`config.mk`:
```
export PLATFORM = sky130hd
export DESIGN_NAME = apst_selftest
export DESIGN_NICKNAME = d
export VERILOG_FILES = /design/src/include/apst_pkg.sv /design/src/verilog/apst_selftest.sv
export SDC_FILE = /design/constraint.sdc
export NUM_CORES = 1
export LEC_CHECK = 0
export ABC_AREA = 1
export BUFFER_PORTS_ARGS = -buffer_cell sky130_fd_sc_hd__buf_4
export CAP_MARGIN = 15
export CORE_UTILIZATION = 37
export CTS_BUF_LIST = sky130_fd_sc_hd__clkbuf_8
export DETAILED_ROUTE_END_ITERATION = 10
export PLACE_DENSITY = 0.56
export SYNTH_ARGS = -nofsm -noshare
export SYNTH_HDL_FRONTEND = slang
export SYNTH_SLANG_ARGS = --single-unit
```
`constraint.sdc`:
```
create_clock -name ref_clk_in -period 7.5 [get_ports ref_clk_in]
set_input_delay 0.375 -clock ref_clk_in [delete_from_list [all_inputs] [get_ports ref_clk_in]]
set_output_delay 0.375 -clock ref_clk_in [all_outputs]
set_load 0.02 [all_outputs]
```
`src/include/apst_pkg.sv`:
```
package apst_pkg;
  // bus register offsets
  localparam logic [7:0] REG_SETTINGS = 8'h00;
  localparam logic [7:0] REG_FLAGS    = 8'h04;
  localparam logic [7:0] REG_STATUS   = 8'h08;
  // settings field positions
  localparam int SET_GLOBAL_POS = 0;
  localparam int SET_TEST_POS   = 1;
  localparam int SET_MASK_POS   = 6;
  // flag field positions
  localparam int FLG_SEL_POS = 0;
  localparam int FLG_FIX_POS = 5;
  // status field positions
  localparam int STA_DIAG_POS = 0;
  localparam int STA_SEQ_POS  = 4;
  localparam int STA_PAR_POS  = 8;
  // counts
  localparam int N_SEL = 5;
  localparam int N_FIX = 7;
  // reset values
  localparam logic       RST_GLOBAL = 1'b1;
  localparam logic [4:0] RST_TESTS  = 5'h1F;
  localparam logic [6:0] RST_MASKS  = 7'h00;
  // selectable test indices
  localparam int T_FIELD = 0;
  localparam int T_INV   = 1;
  localparam int T_DIV   = 2;
  localparam int T_ROT   = 3;
  localparam int T_ADJ   = 4;
  // fixed check indices
  localparam int F_CTRL  = 0;
  localparam int F_COMPL = 1;
  localparam int F_PAR   = 2;
  localparam int F_CONV  = 3;
  localparam int F_ADD   = 4;
  localparam int F_ROTOV = 5;
  localparam int F_CLAMP = 6;
  // timing: failure reported within this many ns, 16 slots per frame
  localparam int CLK_MHZ        = 200;
  localparam int COMPLETION_NS  = 160000;
  localparam int COMPLETION_CYC = COMPLETION_NS * CLK_MHZ / 1000;
  localparam int SEQ_SLOTS      = 16;
  localparam int SLOT_CYC       = COMPLETION_CYC / SEQ_SLOTS;
  localparam int SLOT_FRAME_END = 15;
  // converter range threshold in percent
  localparam int CONV_LIMIT_PCT = 95;
  // data widths
  localparam int ANGLE_W = 16;
  localparam int TEMP_W  = 12;

  typedef struct packed {
    logic [6:0] fix_mask;
    logic [4:0] test_en;
    logic       global_en;
  } apst_settings_t;

  typedef struct packed {
    logic [TEMP_W-1:0]  temp_chip;
    logic [TEMP_W-1:0]  temp_amr;
    logic               temp_sensor_fail;
    logic [ANGLE_W-1:0] main_angle;
    logic [ANGLE_W-1:0] inv_angle;
    logic [ANGLE_W-1:0] clamp_lo;
    logic [ANGLE_W-1:0] clamp_hi;
    logic [ANGLE_W-1:0] div_result;
    logic [ANGLE_W-1:0] cordic_main;
    logic [ANGLE_W-1:0] cordic_inv;
    logic [ANGLE_W-1:0] zero_main;
    logic [ANGLE_W-1:0] zero_red;
    logic               redundant_fault;
  } apst_test_data_t;

  typedef struct packed {
    logic        ctrl_error;
    logic [15:0] sd_result;
    logic [7:0]  sd_gain;
    logic        adder_ovf;
    logic        rotation_ovf;
    logic        clamp_det;
    logic        range_det;
  } apst_fixed_data_t;
endpackage

```
`src/verilog/apst_selftest.sv`:
```
`timescale 1ns/1ps
`default_nettype none
// Function
// - selectable tests run only under global enable
// - each selectable test has its own enable
// - chip temperature versus amplitude temperature plausibility
// - temperature sensor fault forces diagnostic mode
// - main plus mirrored angle equals clamp sum
// - test division checked against known result
// - division feeds angle only in seventeen-point mode
// - main plus inverse rotation angle equals zero
// - zero-corrected angle matches redundant unit result
// - fixed checks always run, each maskable
// - flag main path processing errors
// - selected test failure flagged within 160 us
// - sequencer state parity protected, mismatch flags
// - converter result above 95 percent flags
// - shared pre-rotation adder overflow flags
// - rotation datapath overflow flags
// - clamp seen before range position flags
// - 4-bit up-counter slots trigger each test
// - ready clears start; missing ready forces diagnostic
module apst_selftest #(
  parameter int SLOT_CYCLES = apst_pkg::SLOT_CYC,
  parameter int TEMP_TOL    = 64,
  parameter int DIV_EXPECT  = 16'h1234,
  parameter int GAIN_FRAC   = 7
) (
  // clock, reset, enable
  input  wire logic                       ref_clk_in,
  input  wire logic                       reset_in,
  input  wire logic                       ce_in,
  // wishbone slave
  input  wire logic                       wb_cyc_in,
  input  wire logic                       wb_stb_in,
  input  wire logic                       wb_we_in,
  input  wire logic [7:0]                 wb_adr_in,
  input  wire logic [3:0]                 wb_sel_in,
  input  wire logic [31:0]                wb_dat_in,
  output logic      [31:0]                wb_dat_out,
  output logic                            wb_ack_out,
  // test engines
  output logic      [apst_pkg::N_SEL-1:0] test_start_out,
  input  wire logic [apst_pkg::N_SEL-1:0] test_ready_in,
  input  wire apst_pkg::apst_test_data_t  test_data_in,
  // fixed check sources
  input  wire apst_pkg::apst_fixed_data_t fixed_data_in,
  // calibration mode and results
  input  wire logic                       seventeen_point_calibration_in,
  output logic                            div_to_angle_out,
  output logic                            diag_request_out
);
  import apst_pkg::*;

  localparam logic [12:0] SLOT_LAST = 13'(SLOT_CYCLES - 1);

  // state
  apst_settings_t       settings_q;
  apst_settings_t       next_settings;
  logic [N_SEL-1:0]     sel_flag_q;
  logic [N_SEL-1:0]     next_sel_flag;
  logic [N_FIX-1:0]     fix_flag_q;
  logic [N_FIX-1:0]     next_fix_flag;
  logic [N_SEL-1:0]     start_q;
  logic [N_SEL-1:0]     next_start;
  logic [N_SEL-1:0]     frame_fail_q;
  logic [N_SEL-1:0]     next_frame_fail;
  logic [3:0]           seq_q;
  logic [3:0]           next_seq;
  logic                 par_q;
  logic                 next_par;
  logic [12:0]          slot_cnt_q;
  logic [12:0]          next_slot_cnt;
  logic                 diag_q;
  logic                 next_diag;
  logic                 ack_q;
  logic                 next_ack;
  logic [31:0]          rdata_q;
  logic [31:0]          next_rdata;
  logic                 div_sel_q;
  logic                 next_div_sel;

  // combinational check results
  logic [N_SEL-1:0]     test_bad;
  logic [N_FIX-1:0]     fix_raw;
  logic [TEMP_W-1:0]    temp_diff;
  logic [ANGLE_W:0]     angle_sum;
  logic [ANGLE_W:0]     clamp_sum;
  logic [ANGLE_W-1:0]   rot_sum;
  logic [15:0]          sd_mag;
  logic [23:0]          sd_prod;
  logic [31:0]          sd_scaled;
  logic                 slot_end;
  logic                 wb_req;
  logic                 wb_wr;
  logic [N_SEL-1:0]     sel_clr;
  logic [N_FIX-1:0]     fix_clr;
  logic                 hit_settings;
  logic                 hit_flags;
  logic                 hit_status;

  // data checks for selectable tests
  always_comb begin
    temp_diff = (test_data_in.temp_chip > test_data_in.temp_amr)
              ? test_data_in.temp_chip - test_data_in.temp_amr
              : test_data_in.temp_amr - test_data_in.temp_chip;
    angle_sum = {1'b0, test_data_in.main_angle} + {1'b0, test_data_in.inv_angle};
    clamp_sum = {1'b0, test_data_in.clamp_lo} + {1'b0, test_data_in.clamp_hi};
    rot_sum   = test_data_in.cordic_main + test_data_in.cordic_inv;
    test_bad[T_FIELD] = (32'(temp_diff) > 32'(TEMP_TOL)) || test_data_in.temp_sensor_fail;
    test_bad[T_INV]   = angle_sum != clamp_sum;
    test_bad[T_DIV]   = test_data_in.div_result != 16'(DIV_EXPECT);
    test_bad[T_ROT]   = rot_sum != '0;
    test_bad[T_ADJ]   = (test_data_in.zero_main != test_data_in.zero_red)
                      || test_data_in.redundant_fault;
  end

  // fixed checks, evaluated every cycle
  always_comb begin
    sd_mag    = fixed_data_in.sd_result[15] ? 16'(-fixed_data_in.sd_result) : fixed_data_in.sd_result;
    sd_prod   = 24'(sd_mag) * 24'(fixed_data_in.sd_gain);
    sd_scaled = 32'(sd_prod >> GAIN_FRAC);
    fix_raw[F_CTRL]  = fixed_data_in.ctrl_error;
    fix_raw[F_COMPL] = 1'b0;
    fix_raw[F_PAR]   = ^{seq_q, par_q};
    fix_raw[F_CONV]  = (sd_scaled * 32'd100) > (32'(CONV_LIMIT_PCT) * 32'h0000_8000);
    fix_raw[F_ADD]   = fixed_data_in.adder_ovf;
    fix_raw[F_ROTOV] = fixed_data_in.rotation_ovf;
    fix_raw[F_CLAMP] = fixed_data_in.clamp_det && !fixed_data_in.range_det;
  end

  // address decode, one hit per register; unmapped addresses hit nothing
  always_comb begin
    hit_settings = 1'b0;
    hit_flags    = 1'b0;
    hit_status   = 1'b0;
    if (wb_adr_in == REG_SETTINGS) begin
      hit_settings = 1'b1;
    end else if (wb_adr_in == REG_FLAGS) begin
      hit_flags = 1'b1;
    end else if (wb_adr_in == REG_STATUS) begin
      hit_status = 1'b1;
    end
  end

  // bus decode helpers
  always_comb begin
    wb_req  = wb_cyc_in && wb_stb_in && !ack_q;
    wb_wr   = wb_req && wb_we_in;
    sel_clr = '0;
    fix_clr = '0;
    if (wb_wr && hit_flags && wb_sel_in[0]) begin
      sel_clr = wb_dat_in[FLG_SEL_POS +: N_SEL];
      fix_clr[2:0] = wb_dat_in[FLG_FIX_POS +: 3];
    end
    if (wb_wr && hit_flags && wb_sel_in[1]) begin
      fix_clr[6:3] = wb_dat_in[FLG_FIX_POS + 3 +: 4];
    end
  end

  // sequencer, test handshakes and flags
  always_comb begin
    next_seq        = seq_q;
    next_par        = par_q;
    next_slot_cnt   = slot_cnt_q;
    next_start      = start_q;
    next_frame_fail = frame_fail_q;
    next_sel_flag   = sel_flag_q & ~sel_clr;
    next_fix_flag   = fix_flag_q & ~fix_clr;
    next_diag       = diag_q;
    slot_end        = slot_cnt_q == SLOT_LAST;
    // slot timer and 4-bit up-counter
    if (slot_end) begin
      next_slot_cnt = '0;
      next_seq      = seq_q + 4'h1;
      next_par      = ^(seq_q + 4'h1);
    end else begin
      next_slot_cnt = slot_cnt_q + 13'h0001;
    end
    // start trigger per slot, cleared by ready
    for (int i = 0; i < N_SEL; i++) begin
      if (start_q[i] && test_ready_in[i]) begin
        next_start[i] = 1'b0;
        if (test_bad[i]) begin
          next_frame_fail[i] = 1'b1;
        end
      end else if (start_q[i] && slot_end) begin
        next_start[i]      = 1'b0;
        next_frame_fail[i] = 1'b1;
      end
      if (slot_cnt_q == '0 && 32'(seq_q) == i && settings_q.global_en
          && settings_q.test_en[i]) begin
        next_start[i] = 1'b1;
      end
      if (!settings_q.global_en || !settings_q.test_en[i]) begin
        next_start[i]      = 1'b0;
        next_frame_fail[i] = 1'b0;
      end
    end
    // frame end: report failures of this frame
    if (slot_end && seq_q == 4'(SLOT_FRAME_END)) begin
      next_sel_flag = next_sel_flag | frame_fail_q;
      if (frame_fail_q != '0) begin
        next_fix_flag[F_COMPL] = 1'b1;
      end
      next_frame_fail = '0;
    end
    // fixed checks set their sticky flags, set wins over clear
    next_fix_flag = next_fix_flag | fix_raw;
    // diagnostic request latches until reset
    if ((fix_flag_q & ~settings_q.fix_mask) != '0 || sel_flag_q != '0) begin
      next_diag = 1'b1;
    end
  end

  // mode copy: the divider feeds the angle only in seventeen-point mode
  always_comb begin
    next_div_sel = seventeen_point_calibration_in;
  end

  // register bus: settings write and read mux
  always_comb begin
    next_settings = settings_q;
    next_ack      = wb_req;
    next_rdata    = rdata_q;
    if (wb_wr && hit_settings) begin
      if (wb_sel_in[0]) begin
        next_settings.global_en = wb_dat_in[SET_GLOBAL_POS];
        next_settings.test_en   = wb_dat_in[SET_TEST_POS +: N_SEL];
        next_settings.fix_mask[1:0] = wb_dat_in[SET_MASK_POS +: 2];
      end
      if (wb_sel_in[1]) begin
        next_settings.fix_mask[6:2] = wb_dat_in[SET_MASK_POS + 2 +: 5];
      end
    end
    if (wb_req && !wb_we_in) begin
      if (hit_settings) begin
        next_rdata = {19'h0, settings_q.fix_mask, settings_q.test_en, settings_q.global_en};
      end else if (hit_flags) begin
        next_rdata = {20'h0, fix_flag_q, sel_flag_q};
      end else if (hit_status) begin
        next_rdata = {23'h0, par_q, seq_q, 3'h0, diag_q};
      end else begin
        next_rdata = 32'h0000_0000;
      end
    end
  end

  // bus group registers: settings, ack and read data
  always_ff @(posedge ref_clk_in) begin
    if (reset_in) begin
      settings_q <= '{fix_mask: RST_MASKS, test_en: RST_TESTS, global_en: RST_GLOBAL};
      ack_q      <= 1'b0;
      rdata_q    <= 32'h0000_0000;
    end else if (ce_in) begin
      settings_q <= next_settings;
      ack_q      <= next_ack;
      rdata_q    <= next_rdata;
    end
  end

  // sequencer, handshake and flag registers
  always_ff @(posedge ref_clk_in) begin
    if (reset_in) begin
      sel_flag_q   <= '0;
      fix_flag_q   <= '0;
      start_q      <= '0;
      frame_fail_q <= '0;
      seq_q        <= 4'h0;
      par_q        <= 1'b0;
      slot_cnt_q   <= 13'h0000;
      diag_q       <= 1'b0;
    end else if (ce_in) begin
      sel_flag_q   <= next_sel_flag;
      fix_flag_q   <= next_fix_flag;
      start_q      <= next_start;
      frame_fail_q <= next_frame_fail;
      seq_q        <= next_seq;
      par_q        <= next_par;
      slot_cnt_q   <= next_slot_cnt;
      diag_q       <= next_diag;
    end
  end

  // mode copy register
  always_ff @(posedge ref_clk_in) begin
    if (reset_in) begin
      div_sel_q <= 1'b0;
    end else if (ce_in) begin
      div_sel_q <= next_div_sel;
    end
  end

  // outputs
  assign wb_ack_out       = ack_q;
  assign wb_dat_out       = rdata_q;
  assign test_start_out   = start_q;
  assign div_to_angle_out = div_sel_q;
  assign diag_request_out = diag_q;

endmodule
`default_nettype wire
```
==> impl_results.md <==
* Register Area at 1380 µm²
* Max clock buf depth at 2
* Overflow left after global routing at 0
* Top-Level Pins at 295
* Post-synthesis sequential area ratio at about a tenth
* Post-synthesis instance total at roughly 2200
* Final Non-Filler Cells at between 3000 and 4000
* Mean Syn Cell Area at about 6.4 µm²
* Post-synth EDFFs at 0
* WP data required at slightly below 8 ns
* Gpl congestion at 0.930
* Die Wd at 199 µm
* Clock latency on the worst-skew pair at 0.36 ns
* Share of layout cells above drive strength 1 at 24.5%
* Initial antenna violation count at 1
* Hold_ws at 0.246 ns
* Final Cycle Share at 100%
* Fin. Hold Viols at 0
* RSZ-0062 raised after global routing: yes
* Tmin final at roughly 7.5 ns
* Clock skew at 0.0151 ns
* Global-route wire length before repair at 68100 µm
* Ys Warns at 0
* Setup Crit Path Kind: in -> reg
* First-pass iteration count of the detailed router at 5
* Failing checks: negative setup slack
* Worst min-delay path class: in -> reg
* Worst Setup Start Kind: primary input
* Clock root buffer master: clkbuf_8
* Outcome: finished with violations
* Relative slew slack at a little under half
* # DRC at 0
* # fillers at 3862
* Dpl hpwl at 35400 µm
* # rows at between 70 and 80
* Vias post-DR at 15100
* Max Slew Vio Count at 0
* Largest net degree at the start of global routing at 32
* Initial core utilization at 37.9%
* Prevailing post-synth register cell: dfxtp_1
* Most common cell after layout, fill and taps aside: nand2_1
* Worst Max-Slew Pin Slew at 0.796 ns
* Input/output buffers at 254
* Inst Count DP at 3105
* Vias in the first global route at approximately 15000
* Synthesized flop and latch total at 69
* Reg-to-reg slack, setup at approximately 5.3 ns
* Worst EP arrival at 7.75 ns
* Die area at 39600 µm²
* TritonCTS Buffers at 9
* Reg2reg path depth at 8
* CTS H-tree lvls at 3
* Net count, final at 3165
* Via-to-Cell Ratio at roughly 4.8
* Post-synthesis async set-or-reset flop share at 0%
* Area grow syn2layout at 33.1%
* WL per Instance at about 13 µm
* Clk sinks at 69
* Crit. End Element: flop
* Worst Setup EP: fix_flag_q[3]$_SDFFE_PP0P_
* Critical Path Source: fixed_data_in[13]
* DR iter-0 viols at 669
* Reg-to-reg endpoint: slot_cnt_q[9]$_SDFFE_PP0P_
* Die Height at 199 µm
* Worst path most repeated cell: nand2_1
* Final setup fails at 1
* Final wirelength at 41900 µm
* FMAX at 133 MHz
* Most frequent cells in the layout: nand2_1 (499), inv_1 (424), buf_4 (398)
* RR Startpoint: slot_cnt_q[0]$_SDFFE_PP0P_
* Syn Std Cell Area at approximately 14000 µm²
* Worst path slowest cell: fa_1
* Area occupied by multi-input gates at 12000 µm²
* Post-place instance area at 17800 µm²
* Total GRT Usage at 20.9%
* Max incr delay on CP at 0.54 ns
* CP Max Fanout at 7
* Number of nets still failing antenna checks after routing at 0
* TritonCTS clock tree: yes
* Max-cap violations at 0
* ANT cells at 0
* Clk pin slew, worst setup/hold paths at about 0.080 ns
* Netlist cell types at 60
* Worst Slack Setup Final at -0.00620 ns
* Design area at 19100 µm²
* Core ar. at around 38000 µm²
[cells by family after synthesis]
kind of cell,share of synthesized area (%)
other cells,0.0261
buf+inv,14.1
flops,9.62
fa+ha+maj,29.2
compound gates,11.6
xor+xnor,5.08
simple gates,30.4
[per-layer routing]
layer | track usage, % | wire length [µm]
met1 | 27.3 | 19500
met2 | 37.6 | 20600
met3 | 1.87 | 1450
met4 | 3.16 | 425
met5 | 0 | 9
[layout make-up]
type	instances	share of cell area (%)
clock buffer	9	0.648
inverter	466	9.21
sequential	69	7.22
timing repair buffer	411	16.4
multi-input combinational	1678	62.7
tap	511	3.34
clock inverter	7	0.510
[sequential cells by signal, indices dropped and copies added (netlist names)]
signal,flops
slot_cnt_q,13
settings_q,13
test_start_out,5
wb_dat_out,13
frame_fail_q,5
diag_request_out,1
fix_flag_q,7
wb_ack_out,1
div_to_angle_out,1
sel_flag_q,5
seq_q,4
par_q,1
[worst min path at each step]
stage                                         startpoint                       endpoint  cells past startpoint
after CTS                 seventeen_point_calibration_in  div_to_angle_out$_SDFFE_PP0P_                      3
after global placement        fix_flag_q[5]$_SDFFE_PP0P_     fix_flag_q[5]$_SDFFE_PP0P_                      2
final                     seventeen_point_calibration_in  div_to_angle_out$_SDFFE_PP0P_                      3
after global routing                   fixed_data_in[28]     fix_flag_q[0]$_SDFFE_PP0P_                      3
after detailed placement    frame_fail_q[3]$_SDFFE_PP0P_   frame_fail_q[3]$_SDFFE_PP0P_                      2
after floorplan             frame_fail_q[1]$_SDFFE_PP0P_   frame_fail_q[1]$_SDFFE_PP0P_                      2
[critical path: cells and delay by family]
family	cells	cell delay, ns
xor gates and xnor gates	2	0.31
and+or+nand+nor	22	1.90
AOI/OAI and AO/OA	2	0.31
adders and majority gates	10	3.73
buffers and inverters	14	1.09
[Yosys cell counts, types with 3 or more instances]
cell type | count | area (µm²)
nor2_1 | 247 | 927
o211ai_1 | 16 | 120
clkbuf_1 | 21 | 78.8
o31ai_1 | 8 | 60.1
a21o_1 | 4 | 30.0
xor2_2 | 3 | 48.8
o21bai_1 | 12 | 90.1
buf_4 | 20 | 150
a21oi_1 | 146 | 731
nand3_1 | 124 | 621
inv_1 | 463 | 1740
a31oi_1 | 7 | 43.8
nand2_1 | 528 | 1980
buf_2 | 4 | 20.0
nand3b_1 | 16 | 120
ha_1 | 175 | 2190
nand3_2 | 3 | 30.0
o21ai_0 | 48 | 240
xnor2_1 | 23 | 201
a22oi_1 | 5 | 37.5
nor3_1 | 26 | 130
dfxtp_1 | 69 | 1380
a221o_1 | 3 | 30.0
or2_2 | 9 | 56.3
xor2_1 | 51 | 447
a211oi_1 | 13 | 97.6
nand2_2 | 8 | 50.1
nor3_2 | 4 | 40.0
fa_1 | 100 | 2000
nand4_1 | 41 | 257
nor4_1 | 4 | 25.0
[through the flow]
step           setup TNS [ns]  utilization [%]  worst slack, ns
2_1_floorplan         -0.0608                -          -0.0608
3_3_place_gp           -0.456             46.8           -0.456
3_5_place_dp           -0.614             46.8           -0.614
4_1_cts                -0.187             48.1           -0.187
5_1_grt                -0.377             50.4           -0.377
6_report             -0.00620             50.4         -0.00620
[repair_timing]
item | CTS | global route
setup buffers | 6 | 24
gates resized for setup | 29 | 189
hold buffers | 0 | 0
setup endpoints to repair | 1 | 1
pin swaps | 23 | 136
Power is not shown: default switching activity piles up to over one toggle a cycle in this logic, so the estimate is an artifact.
